File: src/include/aalcr_pkg.sv
package aalcr_pkg;

    // ------------------------------------------------------------
    // Register offsets
    // ------------------------------------------------------------
    localparam logic [7:0] AALCR_OFS_K1_LO = 8'h2d;
    localparam logic [7:0] AALCR_OFS_K1_HI = 8'h2e;
    localparam logic [7:0] AALCR_OFS_K2_LO = 8'h2f;
    localparam logic [7:0] AALCR_OFS_K2_HI = 8'h30;
    localparam logic [7:0] AALCR_OFS_PEAK = 8'h31;
    localparam logic [7:0] AALCR_OFS_SFCFG = 8'h32;
    localparam logic [7:0] AALCR_OFS_CFG0 = 8'h33;
    localparam logic [7:0] AALCR_OFS_STATUS = 8'h3f;

    // ------------------------------------------------------------
    // Reset values
    // ------------------------------------------------------------
    localparam logic [7:0] AALCR_RST_PEAK = 8'h42;
    localparam logic [7:0] AALCR_RST_CFG0 = 8'h2b;

    // ------------------------------------------------------------
    // Field codes and decode offsets
    // ------------------------------------------------------------
    localparam logic [1:0] AALCR_START_OFF = 2'h0;
    localparam logic [1:0] AALCR_START_DIRECT = 2'h1;
    localparam logic [1:0] AALCR_START_RSSI = 2'h2;
    localparam logic [1:0] AALCR_START_RECOG = 2'h3;
    localparam logic [2:0] AALCR_FRZ_NEVER = 3'h0;
    localparam logic [2:0] AALCR_FRZ_RSSI = 3'h1;
    localparam logic [2:0] AALCR_FRZ_RECOG = 3'h2;
    localparam logic [2:0] AALCR_FRZ_SYNC = 3'h3;
    localparam logic [2:0] AALCR_FRZ_MANUAL = 3'h4;
    localparam logic [1:0] AALCR_GAIN_AUTO = 2'h3;
    localparam logic [3:0] AALCR_ATTACK_BIAS = 4'h1;
    localparam logic [3:0] AALCR_DECAY_BIAS = 4'h2;
    // Correction in 0.5 dB units: 14.5 dB is 29 half-steps
    localparam logic [5:0] AALCR_CORR_BASE = 6'h1d;
    // Hysteresis in 0.1 dB units: 12.8, 17.1, 21.3, 25.6 dB
    localparam logic [8:0] AALCR_HYS_0 = 9'h080;
    localparam logic [8:0] AALCR_HYS_1 = 9'h0ab;
    localparam logic [8:0] AALCR_HYS_2 = 9'h0d5;
    localparam logic [8:0] AALCR_HYS_3 = 9'h100;
    // Fixed attenuation in dB
    localparam logic [4:0] AALCR_ATT_0 = 5'h00;
    localparam logic [4:0] AALCR_ATT_1 = 5'h0f;
    localparam logic [4:0] AALCR_ATT_2 = 5'h1e;

    // ------------------------------------------------------------
    // Gain loop states
    // ------------------------------------------------------------
    typedef enum logic [4:0] {
        AALCR_OFF = 5'h01,
        AALCR_WAIT = 5'h02,
        AALCR_RUN = 5'h04,
        AALCR_DELAY = 5'h08,
        AALCR_FROZEN = 5'h10
    } aalcr_state_t;

    // Receiver events seen by the gain loop
    typedef struct packed {
        logic rssi_event;
        logic recog_event;
        logic symbol_sync;
        logic manual_gain_freeze_bit;
        logic channel_change;
        logic config_start;
        logic hold_exit;
        logic hold_exit_init_bit;
        logic delay_tick;
    } aalcr_events_t;

    // Decoded loop settings
    typedef struct packed {
        logic [11:0] freq_int1_coef;
        logic [11:0] freq_int2_coef;
        logic [3:0] attack_shift;
        logic [3:0] decay_shift;
        logic [5:0] corr_half_db;
        logic [8:0] hys_tenth_db;
        logic [4:0] fixed_atten_db;
        logic gain_auto;
    } aalcr_settings_t;

endpackage

File: src/logic/aalcr_config_regs.sv
// The address-and-strobe port was chosen for this implementation.
`timescale 1ns/1ps

// Function
// (RULE_01) Second coefficient is upper nibble over lower byte
// (RULE_02) Attack gain is two to minus code+1
// (RULE_03) Decay factor is two to minus code+2
// (RULE_04) Restart enabled: channel change, polling, hold exit
// (RULE_05) Freeze select: never, or event plus delay
// (RULE_06) Code 100 freezes on manual host command
// (RULE_07) Host uses wake-up level criterion here too
// (RULE_08) Start select: off, direct, strength, recognition
// (RULE_09) Strength correction 14.5 to 18.0 dB
// (RULE_10) Hysteresis 12.8, 17.1, 21.3, 25.6 dB
// (RULE_11) Gain select fixed 0/-15/-30 or automatic
// (RULE_12) First coefficient is upper nibble over lower byte
// (RULE_13) Unused bits reset to zero, writes ignored
module aalcr_config_regs #(
    parameter int DELAY_W = 8
) (
    // Clock and reset
    input wire logic clk_sys_i,
    input wire logic rst_i,
    // Register port
    input wire logic [7:0] reg_addr_i,
    input wire logic [7:0] reg_wdata_i,
    input wire logic reg_wr_i,
    input wire logic reg_rd_i,
    output logic [7:0] reg_rdata_o,
    // Receiver events and shared freeze delay
    input wire aalcr_pkg::aalcr_events_t events_i,
    input wire logic [DELAY_W-1:0] loop_freeze_delay_i,
    // Loop settings and gain loop control
    output aalcr_pkg::aalcr_settings_t settings_o,
    output logic gain_run_o,
    output logic gain_frozen_o,
    output logic gain_restart_o
);
    import aalcr_pkg::*;

    // ------------------------------------------------------------
    // State
    // ------------------------------------------------------------
    typedef struct packed {
        logic [3:0] k1_hi;
        logic [7:0] k1_lo;
        logic [3:0] k2_hi;
        logic [7:0] k2_lo;
        logic [2:0] attack;
        logic [2:0] decay;
        logic restart_en;
        logic [2:0] freeze_sel;
        logic [1:0] start_sel;
        logic [2:0] dgc;
        logic [1:0] hys;
        logic [1:0] gain;
        aalcr_settings_t set;
        aalcr_state_t fsm;
        logic [DELAY_W-1:0] delay_cnt;
        logic restart;
        logic run;
        logic frozen;
        logic [7:0] rdata;
    } aalcr_regs_t;

    aalcr_regs_t s;
    aalcr_regs_t next_s;
    logic restart_req;
    logic start_hit;
    logic freeze_hit;

    // Restart sources, only honoured when enabled
    always_comb begin
        restart_req = s.restart_en & (events_i.channel_change | events_i.config_start
            | (events_i.hold_exit & events_i.hold_exit_init_bit)); // RULE_04
        case (s.start_sel) // RULE_08
            AALCR_START_DIRECT: start_hit = 1'b1;
            AALCR_START_RSSI: start_hit = events_i.rssi_event;
            AALCR_START_RECOG: start_hit = events_i.recog_event;
            default: start_hit = 1'b0;
        endcase
        case (s.freeze_sel) // RULE_05
            AALCR_FRZ_RSSI: freeze_hit = events_i.rssi_event;
            AALCR_FRZ_RECOG: freeze_hit = events_i.recog_event;
            AALCR_FRZ_SYNC: freeze_hit = events_i.symbol_sync;
            default: freeze_hit = 1'b0; // Unused codes never freeze
        endcase
    end

    // ------------------------------------------------------------
    // Next state
    // ------------------------------------------------------------
    always_comb begin
        next_s = s;
        next_s.restart = 1'b0;
        // Register writes keep only defined bits
        if (reg_wr_i) begin
            case (reg_addr_i) // RULE_13
                AALCR_OFS_K1_LO: next_s.k1_lo = reg_wdata_i;
                AALCR_OFS_K1_HI: next_s.k1_hi = reg_wdata_i[3:0];
                AALCR_OFS_K2_LO: next_s.k2_lo = reg_wdata_i;
                AALCR_OFS_K2_HI: next_s.k2_hi = reg_wdata_i[3:0];
                AALCR_OFS_PEAK: begin
                    next_s.attack = reg_wdata_i[6:4];
                    next_s.decay = reg_wdata_i[2:0];
                end
                AALCR_OFS_SFCFG: begin
                    next_s.restart_en = reg_wdata_i[5];
                    next_s.freeze_sel = reg_wdata_i[4:2];
                    next_s.start_sel = reg_wdata_i[1:0];
                end
                AALCR_OFS_CFG0: begin
                    next_s.dgc = reg_wdata_i[6:4];
                    next_s.hys = reg_wdata_i[3:2];
                    next_s.gain = reg_wdata_i[1:0];
                end
                default: ;
            endcase
        end
        // Read data stands only in the cycle after the strobe
        next_s.rdata = 8'h00;
        if (reg_rd_i) begin
            case (reg_addr_i) // RULE_13
                AALCR_OFS_K1_LO: next_s.rdata = s.k1_lo;
                AALCR_OFS_K1_HI: next_s.rdata = {4'h0, s.k1_hi};
                AALCR_OFS_K2_LO: next_s.rdata = s.k2_lo;
                AALCR_OFS_K2_HI: next_s.rdata = {4'h0, s.k2_hi};
                AALCR_OFS_PEAK: next_s.rdata = {1'b0, s.attack, 1'b0, s.decay};
                AALCR_OFS_SFCFG: next_s.rdata = {2'h0, s.restart_en, s.freeze_sel, s.start_sel};
                AALCR_OFS_CFG0: next_s.rdata = {1'b0, s.dgc, s.hys, s.gain};
                AALCR_OFS_STATUS: next_s.rdata = {3'h0, s.fsm};
                default: next_s.rdata = 8'h00;
            endcase
        end
        // Decoded settings follow the fields one cycle later
        next_s.set.freq_int1_coef = {s.k1_hi, s.k1_lo}; // RULE_12
        next_s.set.freq_int2_coef = {s.k2_hi, s.k2_lo}; // RULE_01
        next_s.set.attack_shift = {1'b0, s.attack} + AALCR_ATTACK_BIAS; // RULE_02
        next_s.set.decay_shift = {1'b0, s.decay} + AALCR_DECAY_BIAS; // RULE_03
        next_s.set.corr_half_db = AALCR_CORR_BASE + {3'h0, s.dgc}; // RULE_09
        case (s.hys) // RULE_10
            2'h0: next_s.set.hys_tenth_db = AALCR_HYS_0;
            2'h1: next_s.set.hys_tenth_db = AALCR_HYS_1;
            2'h2: next_s.set.hys_tenth_db = AALCR_HYS_2;
            default: next_s.set.hys_tenth_db = AALCR_HYS_3;
        endcase
        // Automatic mode leaves the fixed attenuation at zero
        case (s.gain) // RULE_11
            2'h1: next_s.set.fixed_atten_db = AALCR_ATT_1;
            2'h2: next_s.set.fixed_atten_db = AALCR_ATT_2;
            default: next_s.set.fixed_atten_db = AALCR_ATT_0;
        endcase
        next_s.set.gain_auto = (s.gain == AALCR_GAIN_AUTO); // RULE_11
        // Gain loop sequencing
        case (s.fsm)
            AALCR_OFF: begin
                if (s.start_sel != AALCR_START_OFF) begin
                    next_s.fsm = AALCR_WAIT;
                end
            end
            AALCR_WAIT: begin
                if (start_hit) begin
                    next_s.fsm = AALCR_RUN; // RULE_08
                end
            end
            AALCR_RUN: begin
                next_s.delay_cnt = '0;
                if (s.freeze_sel == AALCR_FRZ_MANUAL && events_i.manual_gain_freeze_bit) begin
                    next_s.fsm = AALCR_FROZEN; // RULE_06
                end else if (freeze_hit) begin
                    next_s.fsm = AALCR_DELAY; // RULE_05
                end
            end
            AALCR_DELAY: begin
                // Shared delay counted in ticks of the slow enable
                if (s.delay_cnt >= loop_freeze_delay_i) begin
                    next_s.fsm = AALCR_FROZEN; // RULE_05
                end else if (events_i.delay_tick) begin
                    next_s.delay_cnt = s.delay_cnt + 1'b1;
                end
            end
            AALCR_FROZEN: ;
            default: next_s.fsm = AALCR_OFF;
        endcase
        // Restart beats any other move; start select off beats all
        if (restart_req && s.fsm != AALCR_OFF) begin
            next_s.fsm = AALCR_WAIT; // RULE_04
            next_s.restart = 1'b1;
        end
        if (s.start_sel == AALCR_START_OFF) begin
            next_s.fsm = AALCR_OFF; // RULE_08
        end
        // Status bits come from the next state so each output leaves a flip-flop
        next_s.run = (next_s.fsm == AALCR_RUN) | (next_s.fsm == AALCR_DELAY);
        next_s.frozen = (next_s.fsm == AALCR_FROZEN);
    end

    // Register stage
    always_ff @(posedge clk_sys_i or posedge rst_i) begin
        if (rst_i) begin
            s <= '0;
            s.attack <= AALCR_RST_PEAK[6:4];
            s.decay <= AALCR_RST_PEAK[2:0];
            s.dgc <= AALCR_RST_CFG0[6:4];
            s.hys <= AALCR_RST_CFG0[3:2];
            s.gain <= AALCR_RST_CFG0[1:0];
            s.set.attack_shift <= {1'b0, AALCR_RST_PEAK[6:4]} + AALCR_ATTACK_BIAS;
            s.set.decay_shift <= {1'b0, AALCR_RST_PEAK[2:0]} + AALCR_DECAY_BIAS;
            s.set.corr_half_db <= AALCR_CORR_BASE + {3'h0, AALCR_RST_CFG0[6:4]};
            s.set.hys_tenth_db <= AALCR_HYS_2;
            s.set.gain_auto <= 1'b1;
            s.fsm <= AALCR_OFF;
        end else begin
            s <= next_s;
        end
    end

    // ------------------------------------------------------------
    // Outputs
    // ------------------------------------------------------------
    assign reg_rdata_o = s.rdata;
    assign settings_o = s.set;
    assign gain_run_o = s.run;
    assign gain_frozen_o = s.frozen;
    assign gain_restart_o = s.restart;
endmodule

File: config.mk
export PLATFORM = sky130hd
export DESIGN_NAME = aalcr_config_regs
export DESIGN_NICKNAME = d
export VERILOG_FILES = /design/src/include/aalcr_pkg.sv /design/src/logic/aalcr_config_regs.sv
export SDC_FILE = /design/constraint.sdc
export NUM_CORES = 1
export LEC_CHECK = 0
export BUFFER_PORTS_ARGS = -buffer_cell sky130_fd_sc_hd__buf_4
export CAP_MARGIN = 20
export CORE_ASPECT_RATIO = 0.9
export CORE_MARGIN = 3
export CORE_UTILIZATION = 60
export DETAILED_ROUTE_END_ITERATION = 10
export PLACE_DENSITY = 0.95
export REMOVE_ABC_BUFFERS = 1
export SLEW_MARGIN = 20
export SYNTH_ARGS = -nofsm -noshare
export SYNTH_HDL_FRONTEND = slang
export SYNTH_SLANG_ARGS = --single-unit
File: constraint.sdc
create_clock -name clk_sys_i -period 5.1 [get_ports clk_sys_i]
set_input_delay 0.255 -clock clk_sys_i [delete_from_list [all_inputs] [get_ports clk_sys_i]]
set_output_delay 0.255 -clock clk_sys_i [all_outputs]
set_load 0.01 [all_outputs]
==> metrics <==
Clk pin slew, worst setup/hold paths=0.06 ns; FFs w/ async S/R, synth=100.0%; Max Slew Vio Count=0; FF+latch count, synth=114; Setup Buffers After CTS=0; row count=31; TritonCTS Buffers=17; Setup TNS=0 ns; Pwr Density=380.4 mW/mm^2; synthesis-to-finish area growth=20.22%; most frequent cells after synthesis=95 x dfrtp_1, 61 x buf_4, 52 x mux2_2; Post-Syn Instances=435; initial core utilization=63.67%; vias in the first global route=3838; Vias=3628; Ys Warns=0; Fin. Hold Viols=0; largest net degree at the start of global routing=63; Worst-Margin Slew=0.7514 ns; Pleak=3.164 nW; relative slew slack=49.91%; Hold Buf Count CTS=2; initial antenna violation count=0; Total Nets Final=540; # diodes=0; synth top area cells=dfrtp_1 45%, mux2_2 11%, dfstp_2 9.4%; Fmax achieved=426.6 MHz; CTS resizes=0; Yosys top cell by area=dfrtp_1; CTS tree=done; WL final=12.37 mm; first-pass GRT wire length=19.87 mm; clk root buf=clkbuf_8; crit path setup slack, layout=2.756 ns; Final Cycle Share=45.96%; area of the core=0.008300 mm^2; post-route ant nets=0; Detail Placement HPWL=7.624 mm; area share of the largest cell type after synthesis=44.98%; Avg WL per Cell=20.22 um; CP startpoint=s[21]$_DFF_PP0_; # clock sinks=114; Worst Path Max Fanout=9; reg-to-reg startpoint=s[21]$_DFF_PP0_; clk_lat worst skew=0.51 ns; most common cell in the netlist=dfrtp_1; setup repair after global routing missed its margin=false; DRC=0; CP startpoint kind=flop; Syn Area/Cell=12.15 um^2; Data arrival, critical path=2.77 ns; maximum VDD drop=0.2201 mV; Placer Congestion=0.9050; detailed router's first-iteration violation count=324; Worst Clk Skew=0.01207 ns; Die ar.=0.009972 mm^2; Die W=104.9 um; Main synth FF type=dfrtp_1; CTS HTree Levels=4; die height=95.04 um; synthesized area=0.005285 mm^2; I/O pin count=101; slowest cell on the critical path=or4b_4; pre-CTS WS=2.395 ns; Hold Startpoint=reg_wdata_i[7]; CP bufs+invs=0; number of synthesized flops with an enable pin=0; slowest cell delay on critical path=0.58 ns; Crit path max-delay family=simple AND/OR/NAND/NOR gates; CTS max path bufs=2; crit path cell chain=or4b_4 > or4_4 > or4_1 > a21oi_1; layout cells sized above 1=42.45%; Crit Path Category=reg2reg; register area share after synthesis=54.43%; total gr overflow=0; HP Class=in2reg; Critical Path RT=5.53 ns; status=complete, no violations; via/cell ratio=5.928; crit end category=flop; DR pass1 iterations=5; GRT Resource Usage Total=25.85%; Synth cell types=48; max cap viols=0; # setup viols final=0; post-layout min period=2.344 ns; port bufs=100; Final Util=76.55%
## cells in the final DEF, fill, tap and decap left out, types with 9 or more instances in the layout
cell and n:
buf_4 102, inv_1 26, clkbuf_16 16, dfrtp_1 95
a21oi_1 20, o21ai_0 9, dfstp_2 19, nand2_1 18
ha_1 19, nand3_1 12, mux2_2 52
## state kept, by name (all words and copies together) (netlist names)
name / cells
settings_o: 47
s: 32
next_s: 24
reg_rdata_o: 8
gain_frozen_o: 1
gain_restart_o: 1
gain_run_o: 1
## area by class of cell
| cell class | instances | area (um^2) |
|---|---|---|
| clock buffers | 22 | 452.9 |
| clock inverters | 10 | 182.7 |
| fillers | 479 | 1947 |
| inverters | 27 | 103.9 |
| multi-input cells | 220 | 1808 |
| flip-flops and latches | 114 | 2877 |
| well taps | 115 | 143.9 |
| repair buffers | 104 | 785.8 |
## stage by stage
step           hold WS, ns  std cells  power, W  instance area, um^2
6_report           0.02212        612  0.002417                 6354
5_1_grt            0.01043        612  0.002483                 6354
4_1_cts            0.01238        612  0.002416                 6345
3_5_place_dp        0.3771        578  0.001148                 5689
3_3_place_gp        0.3760        578  0.001139                 5689
2_1_floorplan       0.3636        361  0.001057                 4771
## kinds of logic (layout without fill, tap and decap cells)
kind of cell	count (synthesis)	count (layout)	synth area share, %
flops	114	114	54.43
buf+inv	101	163	11.65
simple gates	79	79	8.617
mux	61	61	13.26
compound gates	59	59	7.197
fa+ha+maj	20	20	4.688
xor+xnor	1	1	0.1657
## where the power goes
part | leakage, nW | internal [W] | switching, W
logic | 1.37 | 0.0000799 | 0.0000843
clock network | 0.301 | 0.000867 | 0.000410
registers | 1.50 | 0.000947 | 0.0000288
## routing by layer
metal | part of all wire [%] | vias to the layer above | global-route usage (%)
met5 | 0 | - | 0
met4 | 3.7 | 0 | 13.33
met3 | 8.5 | 52 | 7.786
met2 | 49 | 242 | 42.52
met1 | 39 | 1770 | 31.32
li1 | - | 1564 | -
## worst paths after layout
path / end / slack, ns / cells after the start
max in group asynchronous: next_s[72]$_DFFE_PP0P_ / 3.50 / 4
min reg2reg: settings_o[44]$_DFF_PP0_ / 0.39 / 0
max: s[16]$_DFFE_PP0P_ / 2.76 / 4
min in group asynchronous: settings_o[4]$_DFF_PP0_ / 0.41 / 3
max reg2reg: s[16]$_DFFE_PP0P_ / 2.76 / 4
min: next_s[60]$_DFFE_PP0P_ / 0.02 / 2
(Power assumes the default switching activity.)
